### config.mk
export PLATFORM = sky130hd
export DESIGN_NAME = hbr_host_bus
export DESIGN_NICKNAME = d
export VERILOG_FILES = /design/src/logic/hbr_pkg.sv /design/src/logic/hbr_resp_drive.sv /design/src/logic/hbr_host_bus.sv
export SDC_FILE = /design/constraint.sdc
export NUM_CORES = 1
export LEC_CHECK = 0
export ABC_AREA = 1
export BUFFER_PORTS_ARGS = -buffer_cell sky130_fd_sc_hd__buf_2
export CELL_PAD_IN_SITES_DETAIL_PLACEMENT = 0
export CELL_PAD_IN_SITES_GLOBAL_PLACEMENT = 1
export CORE_MARGIN = 1.5
export CORE_UTILIZATION = 35
export DETAILED_ROUTE_END_ITERATION = 16
export GPL_TIMING_DRIVEN = 0
export PLACE_DENSITY_LB_ADDON = 0.1
export SLEW_MARGIN = 20
export SYNTH_ARGS = -nofsm -noshare
export SYNTH_HDL_FRONTEND = slang
export SYNTH_SLANG_ARGS = --single-unit
export TNS_END_PERCENT = 100
### constraint.sdc
create_clock -name sys_clk_in -period 3 [get_ports sys_clk_in]
set_input_delay 0.45 -clock sys_clk_in [delete_from_list [all_inputs] [get_ports sys_clk_in]]
set_output_delay 0.45 -clock sys_clk_in [all_outputs]
set_load 0.01 [all_outputs]
### src/logic/hbr_pkg.sv
// Shared constants and types for the host bus response block.
package hbr_pkg;

	// Width of the request command lines.
	localparam int unsigned HBR_CMD_W = 5;
	// Width of the response status lines.
	localparam int unsigned HBR_RS_W = 3;

	// Response status codes, logical value (a one means the active-low line is low).
	localparam logic [2:0] HBR_RS_IDLE = 3'h0;
	localparam logic [2:0] HBR_RS_RETRY = 3'h1;
	localparam logic [2:0] HBR_RS_NO_DATA = 3'h5;
	localparam logic [2:0] HBR_RS_IMPL_WB = 3'h6;
	localparam logic [2:0] HBR_RS_NORMAL = 3'h7;

	// Response kinds that the core logic may ask for.
	typedef enum logic [1:0] {
		HBR_KIND_NORMAL = 2'h0,
		HBR_KIND_NO_DATA = 2'h1,
		HBR_KIND_RETRY = 2'h2,
		HBR_KIND_IMPL_WB = 2'h3
	} hbr_kind_t;

	// Transaction tracker states.
	typedef enum logic [2:0] {
		HBR_ST_IDLE = 3'h0,
		HBR_ST_REQ_B = 3'h1,
		HBR_ST_WAIT = 3'h2,
		HBR_ST_TARGET = 3'h3,
		HBR_ST_DATA = 3'h4,
		HBR_ST_RESP = 3'h5
	} hbr_state_t;

	// Maps a response kind onto its status code; reserved codes cannot come out.
	function automatic logic [2:0] hbr_code(input hbr_kind_t kind);
		case (kind)
			HBR_KIND_NORMAL: hbr_code = HBR_RS_NORMAL;
			HBR_KIND_NO_DATA: hbr_code = HBR_RS_NO_DATA;
			HBR_KIND_RETRY: hbr_code = HBR_RS_RETRY;
			HBR_KIND_IMPL_WB: hbr_code = HBR_RS_IMPL_WB;
			default: hbr_code = HBR_RS_NO_DATA;
		endcase
	endfunction

endpackage

### src/logic/hbr_resp_drive.sv
// Registered driver for the response status, parity and retry lines.
`timescale 1ns/10ps
module hbr_resp_drive (
	// Clock and reset.
	input wire logic sys_clk_in,
	input wire logic rstn_in,
	// Code to place on the bus next cycle; idle means release.
	input wire logic [2:0] next_code_in,
	// Bus side.
	output logic [2:0] response_status_n_out,
	output logic response_status_oe_out,
	output logic response_parity_n_out,
	output logic response_parity_oe_out,
	output logic defer_n_out,
	output logic defer_oe_out
);

	// Parity level for the code: high when an even number of lines are low.
	logic next_parity;

	// Even low count
	assign next_parity = ~(^next_code_in);

	// Status, parity and enables all load on the same edge so they never skew.
	always_ff @(posedge sys_clk_in) begin
		if (!rstn_in) begin
			response_status_n_out <= ~hbr_pkg::HBR_RS_IDLE;
			response_status_oe_out <= 1'b0;
			response_parity_n_out <= 1'b1;
			response_parity_oe_out <= 1'b0;
		end else begin
			// Parity registered with status
			response_status_n_out <= ~next_code_in;
			response_parity_n_out <= next_parity;
			// Parity driven with status
			response_status_oe_out <= (next_code_in != hbr_pkg::HBR_RS_IDLE);
			// Idle leaves parity undriven
			response_parity_oe_out <= (next_code_in != hbr_pkg::HBR_RS_IDLE);
		end
	end

	// The retry indication rides alongside a retry status.
	always_ff @(posedge sys_clk_in) begin
		if (!rstn_in) begin
			defer_n_out <= 1'b1;
			defer_oe_out <= 1'b0;
		end else begin
			// Defer signals retry
			defer_n_out <= (next_code_in != hbr_pkg::HBR_RS_RETRY);
			defer_oe_out <= (next_code_in == hbr_pkg::HBR_RS_RETRY);
		end
	end

endmodule

### src/logic/hbr_host_bus.sv
// System-logic end of the host bus: request capture, snoop, target ready and response.
//
// Functional notes
// Parity driven whenever status is driven.
// Parity high for even count of lows.
// Idle status leaves parity undriven, high.
// Target ready only when data accepted.
// Address strobe marks a new cycle.
// Command sampled in strobe clock and next.
// Bus request asserted while ownership wanted.
// Block-next-request holds off new requests.
// Lock marks an atomic sequence.
// Hit-modified reports a modified line.
// Defer output signals a retry response.
// Status codes: idle, retry, nodata, writeback, normal.
// Reserved status codes are never driven.
// Data-ready marks valid data clocks.
// Data-busy holds the bus without data.
// Parity computed and registered with status.
// Everything on host clock, cleared by reset.
`timescale 1ns/10ps
module hbr_host_bus (
	// Host clock and host bus reset.
	input wire logic sys_clk_in,
	input wire logic rstn_in,
	// Request phase from the bus owner.
	input wire logic address_strobe_n_in,
	input wire logic [4:0] request_command_n_in,
	input wire logic host_locked_cycle_n_in,
	// Snoop result from the processor.
	input wire logic snoop_hit_modified_n_in,
	// Data phase handshakes from the bus owner.
	input wire logic data_valid_n_in,
	input wire logic data_bus_held_n_in,
	// Block-next-request, a shared two-way line.
	input wire logic block_next_request_n_in,
	output logic block_next_request_n_out,
	output logic block_next_request_oe_out,
	// Target ready, two-way.
	output logic target_ready_n_out,
	output logic target_ready_oe_out,
	// Response status, parity and retry lines.
	output logic [2:0] response_status_n_out,
	output logic response_status_oe_out,
	output logic response_parity_n_out,
	output logic response_parity_oe_out,
	output logic defer_n_out,
	output logic defer_oe_out,
	// Symmetric bus request.
	output logic symmetric_bus_request_n_out,
	// Core side: bus ownership.
	input wire logic want_bus_in,
	output logic request_allowed_out,
	// Core side: captured request.
	output logic req_valid_out,
	output logic [4:0] req_cmd_a_out,
	output logic [4:0] req_cmd_b_out,
	output logic req_locked_out,
	output logic req_hit_modified_out,
	output logic locked_seq_out,
	// Core side: response request.
	input wire logic resp_valid_in,
	input wire logic [1:0] resp_kind_in,
	input wire logic resp_write_in,
	input wire logic accept_data_in,
	output logic resp_ready_out,
	output logic write_data_out,
	output logic resp_done_out,
	// Core side: extra blocking request.
	input wire logic block_in
);

	// Tracker state, registered.
	hbr_pkg::hbr_state_t state;
	// Tracker state for the coming cycle.
	hbr_pkg::hbr_state_t next_state;
	// Response kind taken at the core handshake.
	hbr_pkg::hbr_kind_t kind;
	// Status code that the line driver places on the bus in the next cycle.
	logic [2:0] next_code;
	// Whether the block-next-request line is pulled low in the next cycle.
	logic next_block;
	// A new request starts: strobe seen while nothing is in flight.
	logic strobe_seen;
	// The core hands over a response in this cycle.
	logic resp_taken;
	// A write data clock is taken in this cycle.
	logic data_taken;

	// Only one transaction is tracked, so a strobe is honoured only when idle.
	// Strobe starts cycle
	assign strobe_seen = (state == hbr_pkg::HBR_ST_IDLE) && !address_strobe_n_in;

	// The core may hand over a response only while the tracker waits for one.
	assign resp_ready_out = (state == hbr_pkg::HBR_ST_WAIT);
	assign resp_taken = resp_ready_out && resp_valid_in;

	// A data clock counts when the owner marks valid data on the bus.
	// Data-ready marks data
	assign data_taken = ((state == hbr_pkg::HBR_ST_TARGET) && accept_data_in &&
		!data_valid_n_in) || ((state == hbr_pkg::HBR_ST_DATA) && !data_valid_n_in);

	// Requests may start only while nobody blocks the pipeline.
	// Hold off requests
	assign request_allowed_out = block_next_request_n_in;

	// Target ready is driven through the whole target phase, low only while the
	// core can take the data, so the owner never sends data that would be lost.
	// Ready only when accepting
	assign target_ready_oe_out = (state == hbr_pkg::HBR_ST_TARGET);
	assign target_ready_n_out = !((state == hbr_pkg::HBR_ST_TARGET) && accept_data_in);

	// Next state of the transaction tracker.
	always_comb begin
		next_state = state;
		case (state)
			// Wait for a strobe from the bus owner.
			hbr_pkg::HBR_ST_IDLE: begin
				if (strobe_seen) begin
					next_state = hbr_pkg::HBR_ST_REQ_B;
				end
			end
			// Second command clock, always exactly one cycle.
			hbr_pkg::HBR_ST_REQ_B: begin
				next_state = hbr_pkg::HBR_ST_WAIT;
			end
			// Wait for the core to choose a response.
			hbr_pkg::HBR_ST_WAIT: begin
				if (resp_taken) begin
					if (resp_write_in) begin
						next_state = hbr_pkg::HBR_ST_TARGET;
					end else begin
						next_state = hbr_pkg::HBR_ST_RESP;
					end
				end
			end
			// Target ready phase: first data clock ends it.
			hbr_pkg::HBR_ST_TARGET: begin
				if (data_taken) begin
					if (data_bus_held_n_in) begin
						next_state = hbr_pkg::HBR_ST_RESP;
					end else begin
						next_state = hbr_pkg::HBR_ST_DATA;
					end
				end
			end
			// The owner keeps the data bus; the last data clock releases it.
			// Data-busy holds bus
			hbr_pkg::HBR_ST_DATA: begin
				if (!data_valid_n_in && data_bus_held_n_in) begin
					next_state = hbr_pkg::HBR_ST_RESP;
				end
			end
			// One cycle in which the response code is handed to the driver.
			hbr_pkg::HBR_ST_RESP: begin
				next_state = hbr_pkg::HBR_ST_IDLE;
			end
			// Unused codes fall back to idle.
			default: begin
				next_state = hbr_pkg::HBR_ST_IDLE;
			end
		endcase
	end

	// Tracker state register.
	// Host clock, reset
	always_ff @(posedge sys_clk_in) begin
		if (!rstn_in) begin
			state <= hbr_pkg::HBR_ST_IDLE;
		end else begin
			state <= next_state;
		end
	end

	// Request capture: the command stands for two clocks and is taken in both.
	// Command in both clocks
	always_ff @(posedge sys_clk_in) begin
		if (!rstn_in) begin
			req_cmd_a_out <= 5'h00;
			req_cmd_b_out <= 5'h00;
			req_locked_out <= 1'b0;
			req_hit_modified_out <= 1'b0;
			req_valid_out <= 1'b0;
		end else begin
			// First command clock, with the strobe.
			if (strobe_seen) begin
				req_cmd_a_out <= ~request_command_n_in;
				req_locked_out <= !host_locked_cycle_n_in;
			end
			// Second command clock; the snoop result is taken here as well.
			if (state == hbr_pkg::HBR_ST_REQ_B) begin
				req_cmd_b_out <= ~request_command_n_in;
				req_hit_modified_out <= !snoop_hit_modified_n_in;
			end
			// The captured request is offered for one cycle.
			req_valid_out <= (state == hbr_pkg::HBR_ST_REQ_B);
		end
	end

	// Locked sequence flag: set or cleared by the lock level at each new strobe,
	// so the core sees the whole sequence and can keep it atomic.
	// Lock marks sequence
	always_ff @(posedge sys_clk_in) begin
		if (!rstn_in) begin
			locked_seq_out <= 1'b0;
		end else if (strobe_seen) begin
			locked_seq_out <= !host_locked_cycle_n_in;
		end
	end

	// Response kind is latched at the handshake and used in the response cycle.
	always_ff @(posedge sys_clk_in) begin
		if (!rstn_in) begin
			kind <= hbr_pkg::HBR_KIND_NO_DATA;
		end else if (resp_taken) begin
			kind <= hbr_pkg::hbr_kind_t'(resp_kind_in);
		end
	end

	// Core strobes: a write data clock taken, and the response placed on the bus.
	always_ff @(posedge sys_clk_in) begin
		if (!rstn_in) begin
			write_data_out <= 1'b0;
			resp_done_out <= 1'b0;
		end else begin
			write_data_out <= data_taken;
			resp_done_out <= (state == hbr_pkg::HBR_ST_RESP);
		end
	end

	// Symmetric bus request follows the core's wish, one clock later.
	// Request while wanted
	always_ff @(posedge sys_clk_in) begin
		if (!rstn_in) begin
			symmetric_bus_request_n_out <= 1'b1;
		end else begin
			symmetric_bus_request_n_out <= !want_bus_in;
		end
	end

	// The pipeline is blocked while a transaction is tracked or the core asks.
	// Block while busy
	assign next_block = block_in || (next_state != hbr_pkg::HBR_ST_IDLE);

	// Block-next-request line, driven only while it is pulled low.
	always_ff @(posedge sys_clk_in) begin
		if (!rstn_in) begin
			block_next_request_n_out <= 1'b1;
			block_next_request_oe_out <= 1'b0;
		end else begin
			block_next_request_n_out <= !next_block;
			block_next_request_oe_out <= next_block;
		end
	end

	// Only the response cycle hands a code to the driver; otherwise idle.
	// Codes from kind
	// Reserved never produced
	assign next_code = (state == hbr_pkg::HBR_ST_RESP) ? hbr_pkg::hbr_code(kind) :
		hbr_pkg::HBR_RS_IDLE;

	// Status, parity and retry lines, all registered together.
	// Parity with status
	// Defer on retry
	hbr_resp_drive u_resp_drive (
		.sys_clk_in(sys_clk_in),
		.rstn_in(rstn_in),
		.next_code_in(next_code),
		.response_status_n_out(response_status_n_out),
		.response_status_oe_out(response_status_oe_out),
		.response_parity_n_out(response_parity_n_out),
		.response_parity_oe_out(response_parity_oe_out),
		.defer_n_out(defer_n_out),
		.defer_oe_out(defer_oe_out)
	);

endmodule

==> flow_summary.json <==
{
  "rsz0062_at_grt": "false",
  "start_util_pct": 38.0,
  "worst_setup_path_start_kind": "flop",
  "path_cells": "nand2_2 > nor2_4 > nand2_2 > buf_2",
  "power_frac_comb_pct": 18.4,
  "cts.clk_slew.worst_paths_ns": 0.09,
  "leakagePower_nw": 0.800,
  "nets": 226,
  "power_density_nw_per_um2": 526,
  "grt_max_degree": 11,
  "drt_iter0_drc": 31,
  "synthMuxAreaShare_pct": 0,
  "arrival_ns": 1.26,
  "tns_ns": 0,
  "io_pins": 51,
  "htreeDepth": 2,
  "cts_root_buffer": "clkbuf_4",
  "grtUsageTotal_pct": 15.4,
  "cts_resized": 0,
  "antenna_left": 0,
  "rows": 20,
  "port-buffer-count": 48,
  "synth_commonest_cells": "30 x dfxtp_1, 24 x nand2_1, 19 x inv_1, 14 x nor2_1, 12 x o21ai_0",
  "power.share.sequential_pct": 55.4,
  "required_ns": 2.55,
  "overflow": 0,
  "ys_types": 21,
  "drtPass1Iterations": 4,
  "clock_path_buffers": 2,
  "maxSlewViolCount": 0,
  "synth_top_cell_by_area": "dfxtp_1",
  "finalSetupViolCount": 0,
  "p_clk_share_pct": 26.2,
  "finalPower_w": 0.000805,
  "synth_compound_area_share_pct": 11.7,
  "synth_flop_cell": "dfxtp_1",
  "synth_most_common_cell": "dfxtp_1",
  "crit_buf_inv": 1,
  "fin_skew_ns": 0.00842,
  "finalCritPeriodShare_pct": 57.1,
  "hold_violations": 0,
  "whs_ns": 0.282,
  "power.share.switching_pct": 28.2,
  "die_area_sq_um": 3750,
  "yosysSeqAreaShare_pct": 50.5,
  "fp.dieW_um": 61.3,
  "syn_inst": 147,
  "placeableCoreArea_sq_um": 3130,
  "worstSetupPathType": "flop to output pin",
  "syn_nets": 171,
  "grt_pass1_vias": 971,
  "ctsHoldBuffers": 0,
  "synthDominantCellAreaShare_pct": 50.5,
  "slew_headroom_pct": 67.0,
  "critPathMaxFanout": 7,
  "clock_latency_ns": 0.32,
  "p_switching_w": 0.000227,
  "post-dp-hpwl_um": 1940,
  "ys_ff_latch": 30,
  "place.gp.congestion": 0.726,
  "antenna_found_initial": 0,
  "cp_slowest_cell": "dfxtp_1",
  "final_area_sq_um": 1530,
  "drive_gt1_share_pct": 36.1,
  "max_slew.worst_pin.slew_ns": 0.495,
  "grt_pass1_wl_um": 4060,
  "crit_top_cell": "nand2_2",
  "ir_drop_v": 0.000243,
  "post-cts-setup-buffer-count": 0,
  "vias": 1066,
  "fmax_mhz": 584,
  "synth-edff-count": 0,
  "yosys_warnings": 0,
  "synth_area_leaders": "dfxtp_1 51%, nand2_1 7.6%, inv_1 6.0%",
  "avgSynthCellArea_sq_um": 8.09,
  "intPower_w": 0.000578,
  "status": "completed",
  "antennaDiodeCount": 0,
  "cts_tree": "done",
  "drt_wl_total_um": 2510,
  "post_drt_wl_per_cell_um": 10.2,
  "timing.final.crit_period_ns": 1.71,
  "die_y_um": 61.3,
  "cpPeakStageDelay_ns": 0.49,
  "vias_per_cell": 4.33,
  "place_area_sq_um": 1480,
  "cts.sinks": 30,
  "drc": 0,
  "synth-async-reset-ratio_pct": 0,
  "synth_top_family_by_area": "simple AND/OR/NAND/NOR gates",
  "synthAdderAreaFrac_pct": 4.21,
  "critPathCaptureType": "output pin",
  "synth-simple-area-share_pct": 23.5,
  "drv_cap": 0,
  "critPathTopFamily": "flip-flops",
  "syn_area_sq_um": 1190,
  "hold_class": "primary input to flop",
  "area_growth_pct": 28.6,
  "cts_made_buffers": 5,
  "synth_xor_xnor_area_share_pct": 0
}
layout make-up:
type / instances / area (sq um)
clock buffers: 7 / 45.0
inverters: 20 / 75.1
flip-flops and latches: 30 / 601
plain buffers: 8 / 45.0
fillers: 320 / 1600
well taps: 44 / 55.1
multi-input cells: 89 / 468
repair buffers: 48 / 240
cells by family (layout without fill, tap and decap cells):
family          count (synthesis)  count (layout)
fa+ha+maj                       4               4
compound gates                 26              26
buf+inv                        28              83
flops                          30              30
simple gates                   59              59
power groups by stage:
stage / combinational, W / clock, W / sequential [W]
2_1_floorplan: 0.0000797 / 0 / 0.000465
3_3_place_gp: 0.000148 / 0 / 0.000454
3_5_place_dp: 0.000149 / 0 / 0.000455
4_1_cts: 0.000150 / 0.000219 / 0.000446
5_1_grt: 0.000173 / 0.000232 / 0.000450
6_report: 0.000148 / 0.000211 / 0.000446
worst register-to-register path, delay by kind of cell (launching register included):
kind            cells  cell delay [ns]
fa+ha+maj           1             0.28
simple gates        2             0.41
compound gates      2             0.23
flops               1             0.49
registers in the layout (all words and copies together), names as in the netlist, 2 cells and up:
register and flops:
req_cmd_a_out 5, req_cmd_b_out 5, u_resp_drive.response_status_n_out 3, state 3
kind 2
layout by cell type, fill, tap and decap left out:
master / count
dfxtp_1: 30
inv_2: 1
buf_4: 3
a21oi_1: 11
nor2_1: 14
inv_1: 19
a21oi_2: 1
nor2_2: 2
nand2_2: 4
nand3_1: 6
buf_2: 51
o211ai_1: 2
nand2_1: 24
clkbuf_1: 4
o21ai_0: 12
ha_1: 4
nand3_2: 2
clkbuf_4: 5
or2_1: 1
nor2_4: 1
nand4_1: 2
or2_2: 3
routing by layer:
layer	vias up	share of wire, %	track usage (%)
met5	-	0	0
met1	458	48	19.5
met3	7	7.6	5.46
li1	567	-	-
met2	34	42	22.3
met4	0	2.4	9.32
path summary, 6_finish.rpt:
| path | startpoint | to | slack [ns] | depth (start not counted) |
|---|---|---|---|---|
| worst max-delay path | state[0]$_SDFF_PN0_ | target_ready_n_out | 1.29 | 4 |
| worst min-delay path | want_bus_in | symmetric_bus_request_n_out$_SDFF_PN1_ | 0.28 | 2 |
| worst max register to register | state[0]$_SDFF_PN0_ | u_resp_drive.response_parity_n_out$_SDFF_PN1_ | 1.48 | 5 |
| worst min register to register | req_cmd_b_out[4]$_SDFFE_PN0P_ | req_cmd_b_out[4]$_SDFFE_PN0P_ | 0.47 | 2 |
per-stage QoR:
step	cells	utilization (%)	setup WS, ns
final	246	48.9	1.29
after global routing	246	48.9	1.22
after CTS	246	48.9	1.28
after detailed placement	239	47.4	1.50
after global placement	239	47.4	1.53
after floorplan	147	-	1.64
No activity file was read; power rests on OpenSTA's default activity.
